File: src/rsc_pkg.sv
// rsc_pkg: constants and carrier types for the reset strap configuration selector.
// assumes a single 200 MHz ref_clk domain and a 16-pin general-purpose bank.
package rsc_pkg;

  // pin bank
  localparam int unsigned RSC_NUM_GPIO = 16;
  localparam int unsigned RSC_IDX_W = 16;
  localparam int unsigned RSC_PIN_AUX_SEL = 9;
  localparam int unsigned RSC_PIN_HOLD_HI = 8;
  localparam int unsigned RSC_DEF_SEL_W = 4;
  localparam int unsigned RSC_NUM_OCLK = 4;

  // reset values
  localparam logic [15:0] RSC_MASK_NONE = 16'h0000;
  localparam logic [15:0] RSC_DEF_SEL_MASK = 16'h000f;
  localparam logic [15:0] RSC_IDX_RST = 16'h0000;
  localparam logic [3:0] RSC_OCLK_OFF = 4'h0;
  localparam logic [15:0] RSC_GPIO_ALL_IN = 16'h0000;
  localparam logic [15:0] RSC_GPIO_IDLE = 16'hffff;

  // start-up sequence
  typedef enum logic [2:0] {
    RSC_ST_IDLE = 3'b000,
    RSC_ST_OTP_LOAD = 3'b001,
    RSC_ST_EE_SEARCH = 3'b010,
    RSC_ST_PWR_UP = 3'b011,
    RSC_ST_PLL_CAL = 3'b100,
    RSC_ST_PLL_LOCK = 3'b101,
    RSC_ST_RUN = 3'b110
  } rsc_state_t;

  // captured strap results
  typedef struct packed {
    logic aux_i2c;
    logic slave_a2;
    logic eeprom_dis;
    logic [15:0] cfg_index;
  } rsc_strap_t;

  // pin-function assignment from the factory information block
  typedef struct packed {
    logic [15:0] cfg_sel;
    logic [15:0] addr_a2;
    logic [15:0] ee_dis;
  } rsc_pinmap_t;

  // later overwrite from loaded data or serial writes
  typedef struct packed {
    logic valid;
    logic aux_i2c;
    logic slave_a2;
  } rsc_ovr_t;

endpackage

File: src/rsc_strap_cfg.sv
// rsc_strap_cfg: samples the pin straps at master reset release, derives the
// start-up settings and walks the start-up sequence.
// assumes master_reset_low and gpio_pin come from the board (asynchronous);
// pin map, load status and overwrites come from ref_clk logic.
// Behaviour
// - capture every pin level at master reset rising edge, derive start-up settings.
// - captured pin 9 low picks SPI, high picks I2C for auxiliary port.
// - with no select pins assigned, pins 3..0 form the configuration index.
// - undriven default select pins read high, giving configuration 15.
// - any number of arbitrary pins, up to all 16, may be assigned to configuration selection.
// - lowest assigned pin is index LSB, rising in pin order to MSB.
// - fewer than four assigned pins fill low bits, upper bits zero.
// - more than four assigned pins form a wider index.
// - index only chooses stored configurations; no effect when part unprogrammed.
// - no pin assigned to A2 makes slave address bit A2 zero.
// - several A2 pins: only the highest-numbered one sets the bit.
// - A2 strap ignored when pin 9 selected SPI.
// - aux protocol and A2 strap results stay overwritable by loaded data or serial writes.
// - high on an EEPROM-disable pin stops EEPROM reads at start-up.
// - no EEPROM-disable pin means the EEPROM search is attempted.
// - any EEPROM-disable pin high disables access.
// - without loaded configuration, output clocks off and all pins inputs.
// - load configuration first, then regulators, clocks, PLL calibrate and lock.
// - stored configuration failing checksum is skipped, registers stay default.
`timescale 1ns/1ps
`default_nettype none
module rsc_strap_cfg
  import rsc_pkg::*;
(
  input wire logic ref_clk,
  input wire logic reset,
  input wire logic master_reset_low,
  input wire logic [RSC_NUM_GPIO-1:0] gpio_pin,
  input wire rsc_pinmap_t pin_map,
  input wire rsc_ovr_t ovr,
  input wire logic otp_programmed,
  input wire logic otp_load_done,
  input wire logic otp_csum_err,
  input wire logic [RSC_NUM_OCLK-1:0] otp_oclk_en,
  input wire logic [RSC_NUM_GPIO-1:0] otp_gpio_out,
  input wire logic ee_search_done,
  input wire logic pll_cal_done,
  input wire logic pll_locked,
  output rsc_strap_t strap_q,
  output logic otp_load_req_q,
  output logic cfg_loaded_q,
  output logic ee_search_req_q,
  output logic regulator_en_q,
  output logic clocks_en_q,
  output logic pll_cal_req_q,
  output logic pll_lock_en_q,
  output logic [RSC_NUM_OCLK-1:0] oclk_en_q,
  output logic [RSC_NUM_GPIO-1:0] gpio_out_mode_q,
  output logic hold_pin_err_q,
  output logic startup_done_q
);

  ////////////////////////////////////////////////////////////////////////////
  // helpers

  // packs the assigned pins into an index, lowest pin first
  function automatic logic [RSC_IDX_W-1:0] pack_sel(input logic [RSC_NUM_GPIO-1:0] pins,
                                                    input logic [RSC_NUM_GPIO-1:0] mask);
    logic [RSC_IDX_W-1:0] idx;
    int unsigned k;
    idx = RSC_IDX_RST;
    k = 0;
    for (int unsigned i = 0; i < RSC_NUM_GPIO; i++)
    begin
      if (mask[i])
      begin
        idx[k[3:0]] = pins[i];
        k = k + 1;
      end
    end
    return idx;
  endfunction

  // value of the highest-numbered assigned pin, zero when none
  function automatic logic top_pin(input logic [RSC_NUM_GPIO-1:0] pins,
                                   input logic [RSC_NUM_GPIO-1:0] mask);
    logic v;
    v = 1'b0;
    for (int unsigned i = 0; i < RSC_NUM_GPIO; i++)
    begin
      if (mask[i])
      begin
        v = pins[i];
      end
    end
    return v;
  endfunction

  ////////////////////////////////////////////////////////////////////////////
  // pin synchronisers

  logic mrl_s1_q;
  logic mrl_s2_q;
  logic mrl_s3_q;
  logic [RSC_NUM_GPIO-1:0] gpio_s1_q;
  logic [RSC_NUM_GPIO-1:0] gpio_s2_q;
  logic release_edge;

  // two stages before any logic; the third only marks the release and reset-entry edges
  always_ff @(posedge ref_clk)
  begin
    if (reset)
    begin
      mrl_s1_q <= 1'b0;
      mrl_s2_q <= 1'b0;
      mrl_s3_q <= 1'b0;
    end
    else
    begin
      mrl_s1_q <= master_reset_low;
      mrl_s2_q <= mrl_s1_q;
      mrl_s3_q <= mrl_s2_q;
    end
  end

  // pins share the reset path latency, so the sample lines up with the edge
  always_ff @(posedge ref_clk)
  begin
    if (reset)
    begin
      gpio_s1_q <= RSC_GPIO_IDLE; // pull-up level, so no false pin 8 fault after reset
      gpio_s2_q <= RSC_GPIO_IDLE;
    end
    else
    begin
      gpio_s1_q <= gpio_pin;
      gpio_s2_q <= gpio_s1_q;
    end
  end

  assign release_edge = mrl_s2_q & ~mrl_s3_q;

  ////////////////////////////////////////////////////////////////////////////
  // strap derivation

  rsc_strap_t strap_d;
  logic [RSC_NUM_GPIO-1:0] sel_mask;

  // default select pins apply only when the map assigns none
  always_comb
  begin
    sel_mask = (pin_map.cfg_sel == RSC_MASK_NONE) ? RSC_DEF_SEL_MASK : pin_map.cfg_sel;
    strap_d.aux_i2c = gpio_s2_q[RSC_PIN_AUX_SEL];
    strap_d.slave_a2 = strap_d.aux_i2c & top_pin(gpio_s2_q, pin_map.addr_a2);
    strap_d.eeprom_dis = |(gpio_s2_q & pin_map.ee_dis);
    strap_d.cfg_index = pack_sel(gpio_s2_q, sel_mask);
  end

  // sample only at release; pins may toggle freely afterwards
  always_ff @(posedge ref_clk)
  begin
    if (reset)
    begin
      strap_q <= '0;
    end
    else if (release_edge)
    begin
      strap_q <= strap_d;
    end
    else if (ovr.valid)
    begin
      strap_q.aux_i2c <= ovr.aux_i2c;
      strap_q.slave_a2 <= ovr.slave_a2;
    end
  end

  // pin 8 must read high throughout the reset period; the flag stands until the
  // next master reset begins so it is still visible after release; set wins
  always_ff @(posedge ref_clk)
  begin
    if (reset)
    begin
      hold_pin_err_q <= 1'b0;
    end
    else if (!mrl_s2_q && !gpio_s2_q[RSC_PIN_HOLD_HI])
    begin
      hold_pin_err_q <= 1'b1;
    end
    else if (!mrl_s2_q && mrl_s3_q)
    begin
      hold_pin_err_q <= 1'b0;
    end
  end

  ////////////////////////////////////////////////////////////////////////////
  // start-up sequence

  rsc_state_t state_q;
  rsc_state_t state_d;
  logic ee_dis_now;

  // at the release edge strap_q still holds the last boot, so take the fresh value
  assign ee_dis_now = release_edge ? strap_d.eeprom_dis : strap_q.eeprom_dis;

  // configuration loads before any power or clock bring-up
  always_comb
  begin
    state_d = state_q;
    case (state_q)
      RSC_ST_IDLE:
      begin
        if (release_edge)
        begin
          state_d = otp_programmed ? RSC_ST_OTP_LOAD : RSC_ST_EE_SEARCH;
        end
      end
      RSC_ST_OTP_LOAD:
      begin
        if (otp_load_done)
        begin
          state_d = RSC_ST_EE_SEARCH;
        end
      end
      RSC_ST_EE_SEARCH:
      begin
        if (strap_q.eeprom_dis || ee_search_done)
        begin
          state_d = RSC_ST_PWR_UP;
        end
      end
      RSC_ST_PWR_UP:
      begin
        state_d = RSC_ST_PLL_CAL;
      end
      RSC_ST_PLL_CAL:
      begin
        if (pll_cal_done)
        begin
          state_d = RSC_ST_PLL_LOCK;
        end
      end
      RSC_ST_PLL_LOCK:
      begin
        if (pll_locked)
        begin
          state_d = RSC_ST_RUN;
        end
      end
      RSC_ST_RUN:
      begin
        state_d = RSC_ST_RUN;
      end
      default:
      begin
        state_d = RSC_ST_IDLE;
      end
    endcase
    if (!mrl_s2_q)
    begin
      state_d = RSC_ST_IDLE; // a new master reset restarts everything
    end
  end

  always_ff @(posedge ref_clk)
  begin
    if (reset)
    begin
      state_q <= RSC_ST_IDLE;
    end
    else
    begin
      state_q <= state_d;
    end
  end

  // request and enable levels follow the next state so they are registered
  always_ff @(posedge ref_clk)
  begin
    if (reset)
    begin
      otp_load_req_q <= 1'b0;
      ee_search_req_q <= 1'b0;
      regulator_en_q <= 1'b0;
      clocks_en_q <= 1'b0;
      pll_cal_req_q <= 1'b0;
      pll_lock_en_q <= 1'b0;
      startup_done_q <= 1'b0;
    end
    else
    begin
      otp_load_req_q <= (state_d == RSC_ST_OTP_LOAD);
      ee_search_req_q <= (state_d == RSC_ST_EE_SEARCH) && !ee_dis_now;
      regulator_en_q <= (state_d >= RSC_ST_PWR_UP);
      clocks_en_q <= (state_d >= RSC_ST_PWR_UP);
      pll_cal_req_q <= (state_d == RSC_ST_PLL_CAL);
      pll_lock_en_q <= (state_d >= RSC_ST_PLL_LOCK);
      startup_done_q <= (state_d == RSC_ST_RUN);
    end
  end

  // stored settings only take effect from a good load; else defaults stand
  always_ff @(posedge ref_clk)
  begin
    if (reset || !mrl_s2_q)
    begin
      cfg_loaded_q <= 1'b0;
      oclk_en_q <= RSC_OCLK_OFF;
      gpio_out_mode_q <= RSC_GPIO_ALL_IN;
    end
    else if (state_q == RSC_ST_OTP_LOAD && otp_load_done && !otp_csum_err)
    begin
      cfg_loaded_q <= 1'b1;
      oclk_en_q <= otp_oclk_en;
      gpio_out_mode_q <= otp_gpio_out; // failed checksum never reaches here
    end
  end
endmodule
`default_nettype wire

File: config.mk
export PLATFORM = sky130hd
export DESIGN_NAME = rsc_strap_cfg
export DESIGN_NICKNAME = d
export VERILOG_FILES = /design/src/rsc_pkg.sv /design/src/rsc_strap_cfg.sv
export SDC_FILE = /design/constraint.sdc
export NUM_CORES = 1
export LEC_CHECK = 0
export ABC_AREA = 1
export BUFFER_PORTS_ARGS = -buffer_cell sky130_fd_sc_hd__buf_2
export CORE_MARGIN = 1.5
export CORE_UTILIZATION = 58
export CTS_CLUSTER_DIAMETER = 50
export CTS_CLUSTER_SIZE = 12
export DETAILED_ROUTE_END_ITERATION = 10
export PLACE_DENSITY_LB_ADDON = 0.2
export SYNTH_ARGS = -nofsm -noshare
export SYNTH_HDL_FRONTEND = slang
export SYNTH_SLANG_ARGS = --single-unit
File: constraint.sdc
create_clock -name ref_clk -period 10.1 [get_ports ref_clk]
set_clock_uncertainty 0.2 [all_clocks]
set_input_delay 0.505 -clock ref_clk [delete_from_list [all_inputs] [get_ports ref_clk]]
set_output_delay 0.505 -clock ref_clk [all_outputs]
set_load 0.005 [all_outputs]
== Word-level counts from Yosys, hierarchy flattened ==
Cells that the tools add are included.

* Register bits: 85
* Bits in latches: 0
* Memory bits (writable): 0
* ROM bits: 0
* Input port bits: 96
* Logic and storage cells: 217
* Memories kept: 0

* Add/subtract/negate cells: 14
* Multipliers: 0
* Divide/modulo/power cells: 0
* $lt $le $gt $ge: 32
* Eq/ne operators: 10
* Shift operators: 0
* Muxes and demuxes: 106
* Bitwise logic cells: 4
* Reductions and logical operators: 31

{| class="wikitable"
|+ Operator list
! operator !! count
|-
| two-way mux 16 bit || 16
|-
| bitwise mux 16 bit || 15
|-
| < comparator 4 x 5 -> 1 bit, second input constant || 15
|-
| demux 1 bit (select 4 bit) || 15
|-
| greater-or-equal comparator 4 x 1 -> 1 bit, second input constant || 15
|-
| two-way mux 4 bit || 14
|-
| adder 4 x 1 -> 4 bit, second input constant || 13
|-
| two-way mux 1 bit || 36
|-
| one-hot mux 3 bit (7 select lines) || 1
|-
| logical AND 1 bit || 20
|-
| two-way mux 3 bit || 6
|-
| bitwise AND 16 bit || 1
|-
| zero test 16 bit || 1
|-
| OR reduction 16 bit || 1
|-
| == test 3 bit, second input constant || 5
|-
| == test 3 x 2 -> 1 bit, second input constant || 3
|-
| == test 3 x 1 -> 1 bit, second input constant || 2
|-
| two-way mux 2 bit || 3
|-
| zero test 1 bit || 4
|-
| nonzero test 2 bit || 2
|-
| greater-or-equal comparator 3 x 2 -> 1 bit, second input constant || 1
|-
| greater-or-equal comparator 3 bit, second input constant || 1
|-
| zero test 3 bit || 1
|-
| adder 1 x 1 -> 2 bit, second input constant || 1
|-
| other kinds (3) || 5
|}

== Longest topological paths before layout ==
Gate-level depths: netlist of the first run.

* Depth after elaboration: 37
* Mapped depth: 56

== Worst setup path before layout of the first run ==
Ideal clock, no wire load.

* Path type: input to register
* From: in pin_map[32] (netlist bit)
* To: reg strap_q[0] (netlist bit)
* Setup time: 70 ps
* Data arrival time: 9,028 ps
* Required time: 9,830 ps
* Path slack: 802 ps
* Stages: 52
* Path buffers: 0
* Cell sequence: inv_1 ha_1 nand2_1 nor2_2 nand2_4 nand2_2 nand2_2 nand2_2 inv_1 ha_1 nand2_1 nand2_1 ha_1 nand2_1 and2_1 ha_1 nand2_1 nand2_1 [16 not listed] inv_1 ha_1 o21ai_1 inv_1 ha_1 inv_1 o21ai_0 ha_1 nand2_1 nand2_1 ha_1 or2_2 a21boi_0 nor2_1 nand4_1 nand3_1 nand3_1 a21oi_1

* Cells in the longest elaborated chain, start to end: 37

{| class="wikitable"
|+ Ends and longest elaborated chain
! item !! RTL line !! RTL
|-
| start: declaration || rsc_strap_cfg.sv:34 || <nowiki>input wire rsc_pinmap_t pin_map,</nowiki>
|-
| zero test 16 bit || rsc_strap_cfg.sv:147 || <nowiki>sel_mask = (pin_map.cfg_sel == RSC_MASK_NONE) ? RSC_DEF_SEL_MASK : pin_map.cfg_sel;</nowiki>
|-
| two-way mux 16 bit (*) || rsc_strap_cfg.sv:147 ||
|-
| two-way mux 1 bit || rsc_strap_cfg.sv:70 || <nowiki>if (mask[i])</nowiki>
|-
| adder 1 x 1 -> 2 bit (tied with other cells) || rsc_strap_cfg.sv:73 || <nowiki>k = k + 1;</nowiki>
|-
| two-way mux 4 bit or logical AND 1 bit (tied branches) || rsc_strap_cfg.sv:70, rsc_strap_cfg.sv:72 ||
|-
| adder 4 x 1 -> 4 bit (tied with other cells) || rsc_strap_cfg.sv:73 ||
|-
| two-way mux 4 bit (tied with other cells) || rsc_strap_cfg.sv:70 ||
|-
| adder 4 x 1 -> 4 bit (tied with other cells) || rsc_strap_cfg.sv:73 ||
|-
| [21 not listed] || n/a ||
|-
| adder 4 x 1 -> 4 bit (tied with other cells) || rsc_strap_cfg.sv:73 ||
|-
| two-way mux 4 bit (tied with other cells) || rsc_strap_cfg.sv:70 ||
|-
| < comparator 4 x 5 -> 1 bit (not written as such) (tied with other cells) || rsc_strap_cfg.sv:72 || <nowiki>idx[k[3:0]] = pins[i];</nowiki>
|-
| logical AND 1 bit (not written as such) (tied with other cells) || rsc_strap_cfg.sv:72 ||
|-
| two-way mux 1 bit (not written as such) or bitwise mux 16 bit (tied branches) || rsc_strap_cfg.sv:72 ||
|-
| demux 1 bit (select 4 bit) or two-way mux 16 bit (tied branches) || rsc_strap_cfg.sv:72, rsc_strap_cfg.sv:70 ||
|-
| bitwise mux 16 bit || rsc_strap_cfg.sv:72 ||
|-
| two-way mux 16 bit (*) || rsc_strap_cfg.sv:70 ||
|-
| end signal: assignment || rsc_strap_cfg.sv:163 || <nowiki>strap_q <= strap_d;</nowiki>
|-
| end: declaration || rsc_strap_cfg.sv:44 || <nowiki>output rsc_strap_t strap_q,</nowiki>
|}

Every way passes the cells marked *; elsewhere a longest branch is shown, timed or not.
A chain may end at the register's enable or synchronous reset.

== Final worst setup path of the first run ==
* From: in pin_map[32] (netlist bit)
* To: reg strap_q[8] (netlist bit)

The elaborated chain is that of the path after synthesis.

==> results.json, run 1 <==
{
  "synth.top_cell.area_share": 0.208,
  "setup_viol": 0,
  "first_iter_violations": 1136,
  "syn_area_per_cell_um2": 6.20,
  "drc": 0,
  "area_delta_synth_final_pct": 12.2,
  "final_common_cell": "nand3_1",
  "core-area_mm2": 0.0145,
  "vias_per_cell": 5.87,
  "crit_slowest_cell": "ha_1",
  "synth.largest_area_cell": "nand3_1",
  "cap_violations": 0,
  "first_pass_iters": 5,
  "fin_crit_sh": 0.927,
  "io_pins": 144,
  "crit_arrival_ps": 9430,
  "timing.fmax_mhz": 107,
  "cts_buffers": 9,
  "ctsHoldBuffers": 0,
  "slew_viol_final": 0,
  "cts_tree": "built",
  "whs_ps": 136,
  "yosys-top-cells-area": "nand3_1, dfxtp_1, nand2_1",
  "drt_wl_total_mm": 25.6,
  "setup-tns-final_ps": 0,
  "gp_congestion": 0.963,
  "drive_above_1_share": 0.207,
  "timing.slew.headroom": 0.132,
  "dpl_worst_slack_ps": 32.4,
  "synth_warnings": 0,
  "worst-setup-path-type": "primary input to flop",
  "die_h_um": 125,
  "dp_hpwl_mm": 20.0,
  "power_density_mw_per_mm2": 167,
  "slowest_delay_ps": 300,
  "root_buffer": "clkbuf_16",
  "crit_path_start_kind": "primary input",
  "die_width_um": 125,
  "grt_pass1_vias": 8801,
  "cp_common_cell": "ha_1",
  "grt_pass1_wl_mm": 42.6,
  "nets": 1641,
  "clockBufferDepth": 2,
  "p_leak_uw": 0.00482,
  "peakVddDrop_mv": 0.0976,
  "rsz0062_at_grt": "false",
  "synth_cell_type_count": 47,
  "wl_per_cell_um": 15.2,
  "initial_core_util": 0.593,
  "clk_latency_ps": 340,
  "path_max_fanout": 9,
  "final_antenna_net_count": 0,
  "grt.total_usage": 0.324,
  "syn-cell-area_mm2": 0.00862,
  "synthesis.nets": 1534,
  "outcome": "finished, final reports clean",
  "die_area_mm2": 0.0156,
  "num_antenna_cells": 0,
  "antenna_found_initial": 0,
  "synthCells": 1392,
  "min_path_type": "primary input to flop",
  "tightest_slew_ps": 1300,
  "layout_common_cells": "nand3_1, nand2_1, buf_2",
  "htree_levels": 3,
  "hold_viol_final": 0,
  "endpoint_kind": "flop",
  "seq_area_frac_synth": 0.197,
  "clk_pin_slew_ps": 80,
  "grt_max_degree": 62,
  "synth_seq_cells": 85,
  "cp.required_ps": 10160,
  "finalWorstSetupSlack_ps": 734,
  "rows": 44,
  "grt_overflow": 0,
  "cts_num_sinks": 85,
  "port_buffers": 143,
  "layout_min_cycle_time_ps": 9370,
  "total_power_uw": 1620,
  "via_count": 9905
}
==> sequential cells by signal, summed over array words and instances, names as in the netlist, 3 cells and up <==
name and count:
state_q 3, gpio_out_mode_q 16, gpio_s2_q 16, strap_q 19, gpio_s1_q 16, oclk_en_q 4
==> stage by stage <==
step           instance area [µm²]  cells  utilization
5_1_grt                       9680   1688        0.666
3_5_place_dp                  9350   1672        0.643
4_1_cts                       9660   1688        0.664
3_3_place_gp                  9350   1672        0.643
2_1_floorplan                 8620   1392            -
6_report                      9680   1688        0.666
==> synth_stat cells (all sizes together) <==
cell	number
mux2i	1
dfxtp	85
a211oi	3
nand2	286
o32ai	1
o211ai	9
and2	1
clkinv	4
a22oi	1
buf	21
o21a	1
nor4b	1
nor3	9
a2111oi	1
nand4	76
inv	149
a21oi	34
o21ai	56
clkbuf	37
a21boi	2
ha	46
nor4	2
o221ai	1
nor2	131
a22o	6
or2	41
o311ai	1
o31ai	6
a221oi	2
nand3	375
a31oi	3
==> critical path: cells and delay by family <==
kind,cells,cell delay (ps)
fa+ha+maj,13,3650
simple gates,27,3600
compound gates,6,930
buf+inv,8,730
==> worst paths after layout <==
check,start,end,slack [ps],cells past startpoint
max,pin_map[32],strap_q[8]$_SDFFE_PP0P_,730,54
min,gpio_pin[0],gpio_s1_q[0]$_SDFF_PP1_,140,2
max reg2reg,mrl_s2_q$_SDFF_PP0_,otp_load_req_q$_SDFF_PP0_,6570,8
min reg2reg,mrl_s1_q$_SDFF_PP0_,mrl_s2_q$_SDFF_PP0_,210,2
==> area by class of cell <==
type / count / area [µm²]
clock inverter: 7 / 83.8
multi-input combinational: 1096 / 6070
clock buffer: 9 / 225
sequential: 85 / 1700
fill: 1388 / 4850
timing repair buffer: 154 / 798
tap: 184 / 230
inverter: 153 / 574
==> power by group <==
| group | internal [µW] | total (µW) | leakage (µW) | switching (µW) |
|---|---|---|---|---|
| Combinational | 275 | 929 | 0.00398 | 654 |
| Clock | 178 | 333 | 0.000152 | 155 |
| Sequential | 348 | 359 | 0.000694 | 11.1 |
| Total | 801 | 1620 | 0.00482 | 820 |
==> repair_timing <==
| item | in CTS | in global routing |
|---|---|---|
| buffers inserted | 0 | 0 |
| gates resized for setup | 0 | 9 |
| setup endpoints to repair | 0 | 16 |
==> metal layers <==
| layer | vias up | GRT usage | wire [µm] |
|---|---|---|---|
| li1 | 4949 | - | - |
| met1 | 4425 | 0.448 | 11200 |
| met2 | 482 | 0.532 | 11700 |
| met3 | 49 | 0.0526 | 2110 |
| met4 | 0 | 0.0769 | 552 |
| met5 | - | 0 | 0 |
==> cell families after synthesis <==
group	count (synthesis)	synth area share
flip-flops	85	0.197
AND/OR/NAND/NOR	922	0.547
multiplexers	1	0.00116
buffers and inverters	211	0.102
AO/OA/AOI/OAI	127	0.0862
adder cells (fa/ha/maj)	46	0.0667
Power figures use the tool's default switching activity.
==> run 2, diff against run 1 <==
--- a/config.mk
+++ b/config.mk
@@ -12,7 +12,8 @@
 export CTS_CLUSTER_DIAMETER = 50
 export CTS_CLUSTER_SIZE = 12
 export DETAILED_ROUTE_END_ITERATION = 10
-export PLACE_DENSITY_LB_ADDON = 0.2
+export HOLD_SLACK_MARGIN = 0.05
+export PLACE_DENSITY = 0.88
 export SYNTH_ARGS = -nofsm -noshare
 export SYNTH_HDL_FRONTEND = slang
 export SYNTH_SLANG_ARGS = --single-unit
==> run 2 against run 1 <==
Compared with the run above: utilization shrank 0.11 points; wire length barely moved; sequential share of layout area hardly changed; fmax grew 1.6%; final cell count stayed put; highest routed layer is now met5.
==> results.json, run 2 (synthesis results as in run 1) <==
{
  "layout_common_cells": "nand3_1, nand2_1, buf_2",
  "power_density_mw_per_mm2": 166,
  "die_width_um": 125,
  "timing.slew.headroom": 0.162,
  "p_leak_uw": 0.00480,
  "core-area_mm2": 0.0145,
  "grt_max_degree": 62,
  "hold_viol_final": 0,
  "root_buffer": "clkbuf_16",
  "cts.repair.resized": 0,
  "grt.total_usage": 0.326,
  "reg2reg_from": "mrl_s2_q$_SDFF_PP0_",
  "htree_levels": 3,
  "stdcell_count": 1688,
  "rrSetupSlack_ps": 6580,
  "drt_wl_total_mm": 25.6,
  "outcome": "finished, final reports clean",
  "min_path_type": "primary input to flop",
  "ctsHoldBuffers": 0,
  "path_max_fanout": 9,
  "initial_core_util": 0.593,
  "dpl.cell_count": 1672,
  "cts_tree": "built",
  "gp_congestion": 0.962,
  "drive_above_1_share": 0.207,
  "postCtsSetupBuffers": 0,
  "num_antenna_cells": 0,
  "nets": 1641,
  "cts_num_sinks": 85,
  "final_common_cell": "nand3_1",
  "antenna_found_initial": 1,
  "clk_latency_ps": 340,
  "dp_hpwl_mm": 20.3,
  "crit_arrival_ps": 9290,
  "fin_crit_sh": 0.913,
  "cap_violations": 0,
  "min-delay-start": "gpio_pin[13]",
  "slowest_delay_ps": 320,
  "rsz0062_at_grt": "false",
  "regMostFlops": "strap_q",
  "drc": 0,
  "timing.fmax_mhz": 108,
  "die_area_mm2": 0.0156,
  "grt_pass1_vias": 9052,
  "vias_per_cell": 5.94,
  "reg2reg_depth": 10,
  "peakVddDrop_mv": 0.123,
  "tightest_slew_ps": 1250,
  "p_clk_frac": 0.199,
  "hold-path-endpoint": "gpio_s1_q[13]$_SDFF_PP1_",
  "wl_per_cell_um": 15.2,
  "worst-setup-path-type": "primary input to flop",
  "internal_power_uw": 800,
  "first_pass_iters": 6,
  "port_buffers": 143,
  "area_delta_synth_final_pct": 12.1,
  "grt_overflow": 0,
  "cp.required_ps": 10170,
  "die_h_um": 125,
  "power_frac_comb": 0.577,
  "pwr-share-seq": 0.224,
  "setup-tns-final_ps": 0,
  "first_iter_violations": 1102,
  "crit_slowest_cell": "ha_1",
  "whs_ps": 141,
  "grt_pass1_wl_mm": 42.6,
  "cp_common_cell": "ha_1",
  "switching_share": 0.501,
  "clk_pin_slew_ps": 70,
  "slew_viol_final": 0,
  "layout_min_cycle_time_ps": 9220,
  "crit_path_start_kind": "primary input",
  "rows": 44,
  "final_antenna_net_count": 0,
  "clockBufferDepth": 2,
  "via_count": 10000,
  "r2r_end": "ee_search_req_q$_SDFF_PP0_",
  "largest_reg_flops": 19,
  "setup_viol": 0,
  "io_pins": 144,
  "switching_power_uw": 802,
  "endpoint_kind": "flop",
  "cts_buffers": 9,
  "holdPathStages": 2
}
==> run 2: power by group through the flow <==
stage / Clock (µW) / Combinational [µW] / Sequential [µW]
after global routing: 337 / 1020 / 360
after global placement: 0 / 875 / 366
final: 319 / 924 / 359
after detailed placement: 0 / 893 / 366
after floorplan: 0 / 714 / 361
after CTS: 325 / 897 / 358
==> run 2: how the worst max path moves through the flow <==
| stage | cells past startpoint | endpoint | startpoint |
|---|---|---|---|
| global route | 53 | strap_q[9]$_SDFFE_PP0P_ | pin_map[36] |
| global placement | 53 | strap_q[0]$_SDFFE_PP0P_ | pin_map[46] |
| finish | 54 | strap_q[0]$_SDFFE_PP0P_ | pin_map[32] |
| floorplan | 52 | strap_q[0]$_SDFFE_PP0P_ | pin_map[32] |
| CTS | 55 | strap_q[5]$_SDFFE_PP0P_ | pin_map[46] |
| detailed placement | 53 | strap_q[0]$_SDFFE_PP0P_ | pin_map[46] |
==> run 2: final cells by class <==
| class | instances | area (µm²) |
|---|---|---|
| Fill cell | 1365 | 4870 |
| Clock inverter | 6 | 53.8 |
| Multi-Input combinational cell | 1096 | 6070 |
| Sequential cell | 85 | 1700 |
| Clock buffer | 10 | 239 |
| Inverter | 153 | 574 |
| Tap cell | 184 | 230 |
| Timing Repair Buffer | 154 | 798 |
==> run 2: per-layer routing <==
layer / global-route usage / up-vias / wire length, µm
li1: - / 4931 / -
met1: 0.434 / 4498 / 10900
met2: 0.517 / 506 / 11300
met3: 0.0633 / 82 / 2410
met4: 0.136 / 2 / 913
met5: 0 / - / 10
==> run 2: metrics by stage <==
stage	area, µm²	power, µW	utilization	setup WS [ps]
floorplan	8620	1080	-	802
global placement	9350	1240	0.643	542
detailed placement	9350	1260	0.643	316
CTS	9640	1580	0.663	643
global route	9660	1720	0.665	59.1
finish	9660	1600	0.665	882
==> run 2: critical path: cells and delay by family <==
family,cells,cell delay (ps)
buf+inv,8,730
simple gates,27,3550
fa+ha+maj,13,3620
compound gates,6,870
==> run 3, diff against run 2 <==
--- a/config.mk
+++ b/config.mk
@@ -5,15 +5,15 @@
 export SDC_FILE = /design/constraint.sdc
 export NUM_CORES = 1
 export LEC_CHECK = 0
-export ABC_AREA = 1
+export ABC_AREA = 0
 export BUFFER_PORTS_ARGS = -buffer_cell sky130_fd_sc_hd__buf_2
 export CORE_MARGIN = 1.5
-export CORE_UTILIZATION = 58
+export CORE_UTILIZATION = 59
 export CTS_CLUSTER_DIAMETER = 50
 export CTS_CLUSTER_SIZE = 12
 export DETAILED_ROUTE_END_ITERATION = 10
 export HOLD_SLACK_MARGIN = 0.05
-export PLACE_DENSITY = 0.88
+export PLACE_DENSITY = 0.89
 export SYNTH_ARGS = -nofsm -noshare
 export SYNTH_HDL_FRONTEND = slang
 export SYNTH_SLANG_ARGS = --single-unit
==> run 3 against run 2 <==
Compared with the run above: sequential share of layout area is 1.1 points lower; count of clock-buffer cells in the layout is 1 lower; area after synthesis is 0.81% higher; via count is 3.9% higher; die area is 0.87% lower; synthesized cell count is 14% lower; fmax is 6.3% lower; wire length is 27% higher; register-to-register slack hardly changed; non-clock buffer count is 48 higher; final area is 6.9% higher; critical path type unchanged; largest cell class unchanged; largest power group unchanged.
==> results.json, run 3 <==
{
  "holdPathStages": 2,
  "placed_cell_area_mm2": 0.00974,
  "core-area_mm2": 0.0145,
  "die_h_um": 124,
  "io_pins": 144,
  "syn-cell-area_mm2": 0.00869,
  "reg2reg_from": "gpio_s2_q[5]$_SDFF_PP1_",
  "path_buf_inv": 6,
  "hold_viol_final": 0,
  "crit_arrival_ps": 9840,
  "regMostFlops": "strap_q",
  "cts_tree": "built",
  "root_buffer": "clkbuf_16",
  "final_common_cell": "nand2_1",
  "grt_max_degree": 45,
  "htree_levels": 3,
  "grt.total_usage": 0.400,
  "nets": 1484,
  "cts_num_sinks": 85,
  "cap_violations": 0,
  "rrSetupSlack_ps": 6590,
  "async_reset_ff_frac": 0,
  "stdcell_count": 1531,
  "fin_util": 0.713,
  "via_count": 10400,
  "rows": 44,
  "clk_latency_ps": 340,
  "port_buffers": 143,
  "design_area_mm2": 0.0103,
  "switching_power_uw": 1680,
  "yosysMostFrequentCell": "nand2_1",
  "path_delay_family": "adder cells",
  "timing.fmax_mhz": 102,
  "drc": 0,
  "setup-tns-final_ps": 0,
  "setup_viol": 0,
  "vias_per_cell": 6.80,
  "power_frac_comb": 0.777,
  "synthesis.nets": 1341,
  "layout_common_cells": "nand2_1, buf_2, nor2_1",
  "p_leak_uw": 0.00423,
  "slew_viol_final": 0,
  "switching_share": 0.533,
  "syn_area_per_cell_um2": 7.25,
  "initial_core_util": 0.601,
  "die_area_mm2": 0.0155,
  "first_iter_violations": 1422,
  "peakVddDrop_mv": 0.241,
  "reg2reg_depth": 12,
  "num_antenna_cells": 0,
  "yosys-top-cells-area": "dfxtp_1, nand2_1, ha_1",
  "synthCells": 1199,
  "r2r_end": "strap_q[15]$_SDFFE_PP0P_",
  "first_pass_iters": 6,
  "min_path_type": "primary input to flop",
  "synth_warnings": 0,
  "synth.largest_area_cell": "dfxtp_1",
  "endpoint_kind": "flop",
  "cts_buffers": 9,
  "synth-edff-count": 0,
  "area_delta_synth_final_pct": 18.8,
  "hold-path-endpoint": "gpio_s1_q[6]$_SDFF_PP1_",
  "path_max_fanout": 5,
  "pwr-share-seq": 0.119,
  "min-delay-start": "gpio_pin[6]",
  "synth_seq_cells": 85,
  "grt_pass1_wl_mm": 50.8,
  "gp_congestion": 0.983,
  "internal_power_uw": 1470,
  "dp_hpwl_mm": 24.4,
  "n_fill_cell": 1141,
  "die_width_um": 124,
  "final_antenna_net_count": 0,
  "drive_above_1_share": 0.242,
  "clockBufferDepth": 2,
  "grt_overflow": 0,
  "synth.top_cell.area_share": 0.196,
  "wl_per_cell_um": 21.2,
  "crit_slowest_cell": "nor4_4",
  "slowest_delay_ps": 380,
  "drt_wl_total_mm": 32.5,
  "total_power_uw": 3150,
  "outcome": "finished, final reports clean",
  "synth_cell_type_count": 87,
  "tightest_slew_ps": 1170,
  "seq_area_mm2": 0.00170,
  "seq_area_frac_synth": 0.196,
  "p_clk_frac": 0.104,
  "largest_reg_flops": 19,
  "clk_pin_slew_ps": 70,
  "grt_pass1_vias": 9649,
  "synth_common_cells": "nand2_1, nor2_1, dfxtp_1, a21oi_1, clkbuf_1",
  "synth_flop_cell": "dfxtp_1",
  "ctsHoldBuffers": 0,
  "multi_input_area_mm2": 0.00677,
  "cp_common_cell": "ha_1",
  "crit_path_start_kind": "primary input",
  "power_density_mw_per_mm2": 305,
  "timing.slew.headroom": 0.217,
  "fin_crit_sh": 0.974,
  "layout_min_cycle_time_ps": 9840,
  "cp.required_ps": 10110,
  "dpl.cell_count": 1505,
  "antenna_found_initial": 0,
  "worst-setup-path-type": "primary input to flop"
}
==> run 3: cell count changes in the layout (fill, tap and decap cells not counted), moves of 25 or more <==
cell,delta
nor2_1,-26
o22ai_1,+28
buf_4,+48
xnor2_1,+28
nand2_2,-26
mux2i_1,+25
nand2_4,-25
nand3_1,-316
a21oi_1,+35
nand2_1,-47
inv_1,-94
nor3_1,+31
nand4_1,-67
==> run 3: worst reg2reg max path, delay by kind of cell (launching register included) <==
family	cells	cell delay [ps]
flip-flops	1	500
AND/OR/NAND/NOR	3	860
buffers and inverters	2	350
AO/OA/AOI/OAI	5	1100
multiplexers	2	450
==> run 3: through the flow <==
stage | setup WS (ps) | hold slack, ps
CTS | 91.0 | 140
detailed placement | -237 | 193
global route | -256 | 145
global placement | 227 | 190
floorplan | 24.6 | 189
finish | 263 | 138
==> run 3: logic make-up (layout without fill, tap and decap cells) <==
family / after synthesis / in the layout / share of synthesized area
fa+ha+maj: 47 / 47 / 0.0673
xor+xnor: 51 / 51 / 0.0717
simple gates: 523 / 523 / 0.293
mux: 37 / 37 / 0.0442
compound gates: 341 / 341 / 0.276
flops: 85 / 85 / 0.196
buf+inv: 115 / 263 / 0.0521
==> run 3: cell type report <==
cell class                      count  share of cell area
Tap cell                          184              0.0223
Clock inverter                      7             0.00727
Inverter                           45              0.0164
Multi-Input combinational cell    999               0.655
Clock buffer                        9              0.0218
Timing Repair Buffer              202               0.112
Sequential cell                    85               0.165
==> run 3: worst max-delay path by stage <==
stage | start | to | slack [ps] | cells past startpoint
finish | pin_map[45] | strap_q[13]$_SDFFE_PP0P_ | 260 | 50
detailed placement | pin_map[43] | strap_q[9]$_SDFFE_PP0P_ | -240 | 49
global placement | pin_map[43] | strap_q[9]$_SDFFE_PP0P_ | 230 | 49
global route | pin_map[45] | strap_q[9]$_SDFFE_PP0P_ | -260 | 51
floorplan | pin_map[32] | strap_q[9]$_SDFFE_PP0P_ | 20 | 51
CTS | pin_map[43] | strap_q[9]$_SDFFE_PP0P_ | 90 | 49
==> run 3: metal layers <==
metal	vias up	global-route usage	wire, µm
li1	4710	-	-
met1	4816	0.496	12300
met2	731	0.651	15000
met3	149	0.0919	3420
met4	0	0.195	1770
met5	-	0	0
==> run 3: timing repair <==
action	4_1_cts	5_1_grt
setup buffers	0	10
gates resized for setup	0	45
endpoints found under the setup margin	0	16
==> run 3: power groups by stage <==
stage	clock network, µW	registers [µW]	logic, µW
4_1_cts	330	373	2130
3_5_place_dp	0	380	2110
3_3_place_gp	0	380	2110
6_report	329	375	2450
2_1_floorplan	0	374	1500
5_1_grt	347	377	2610
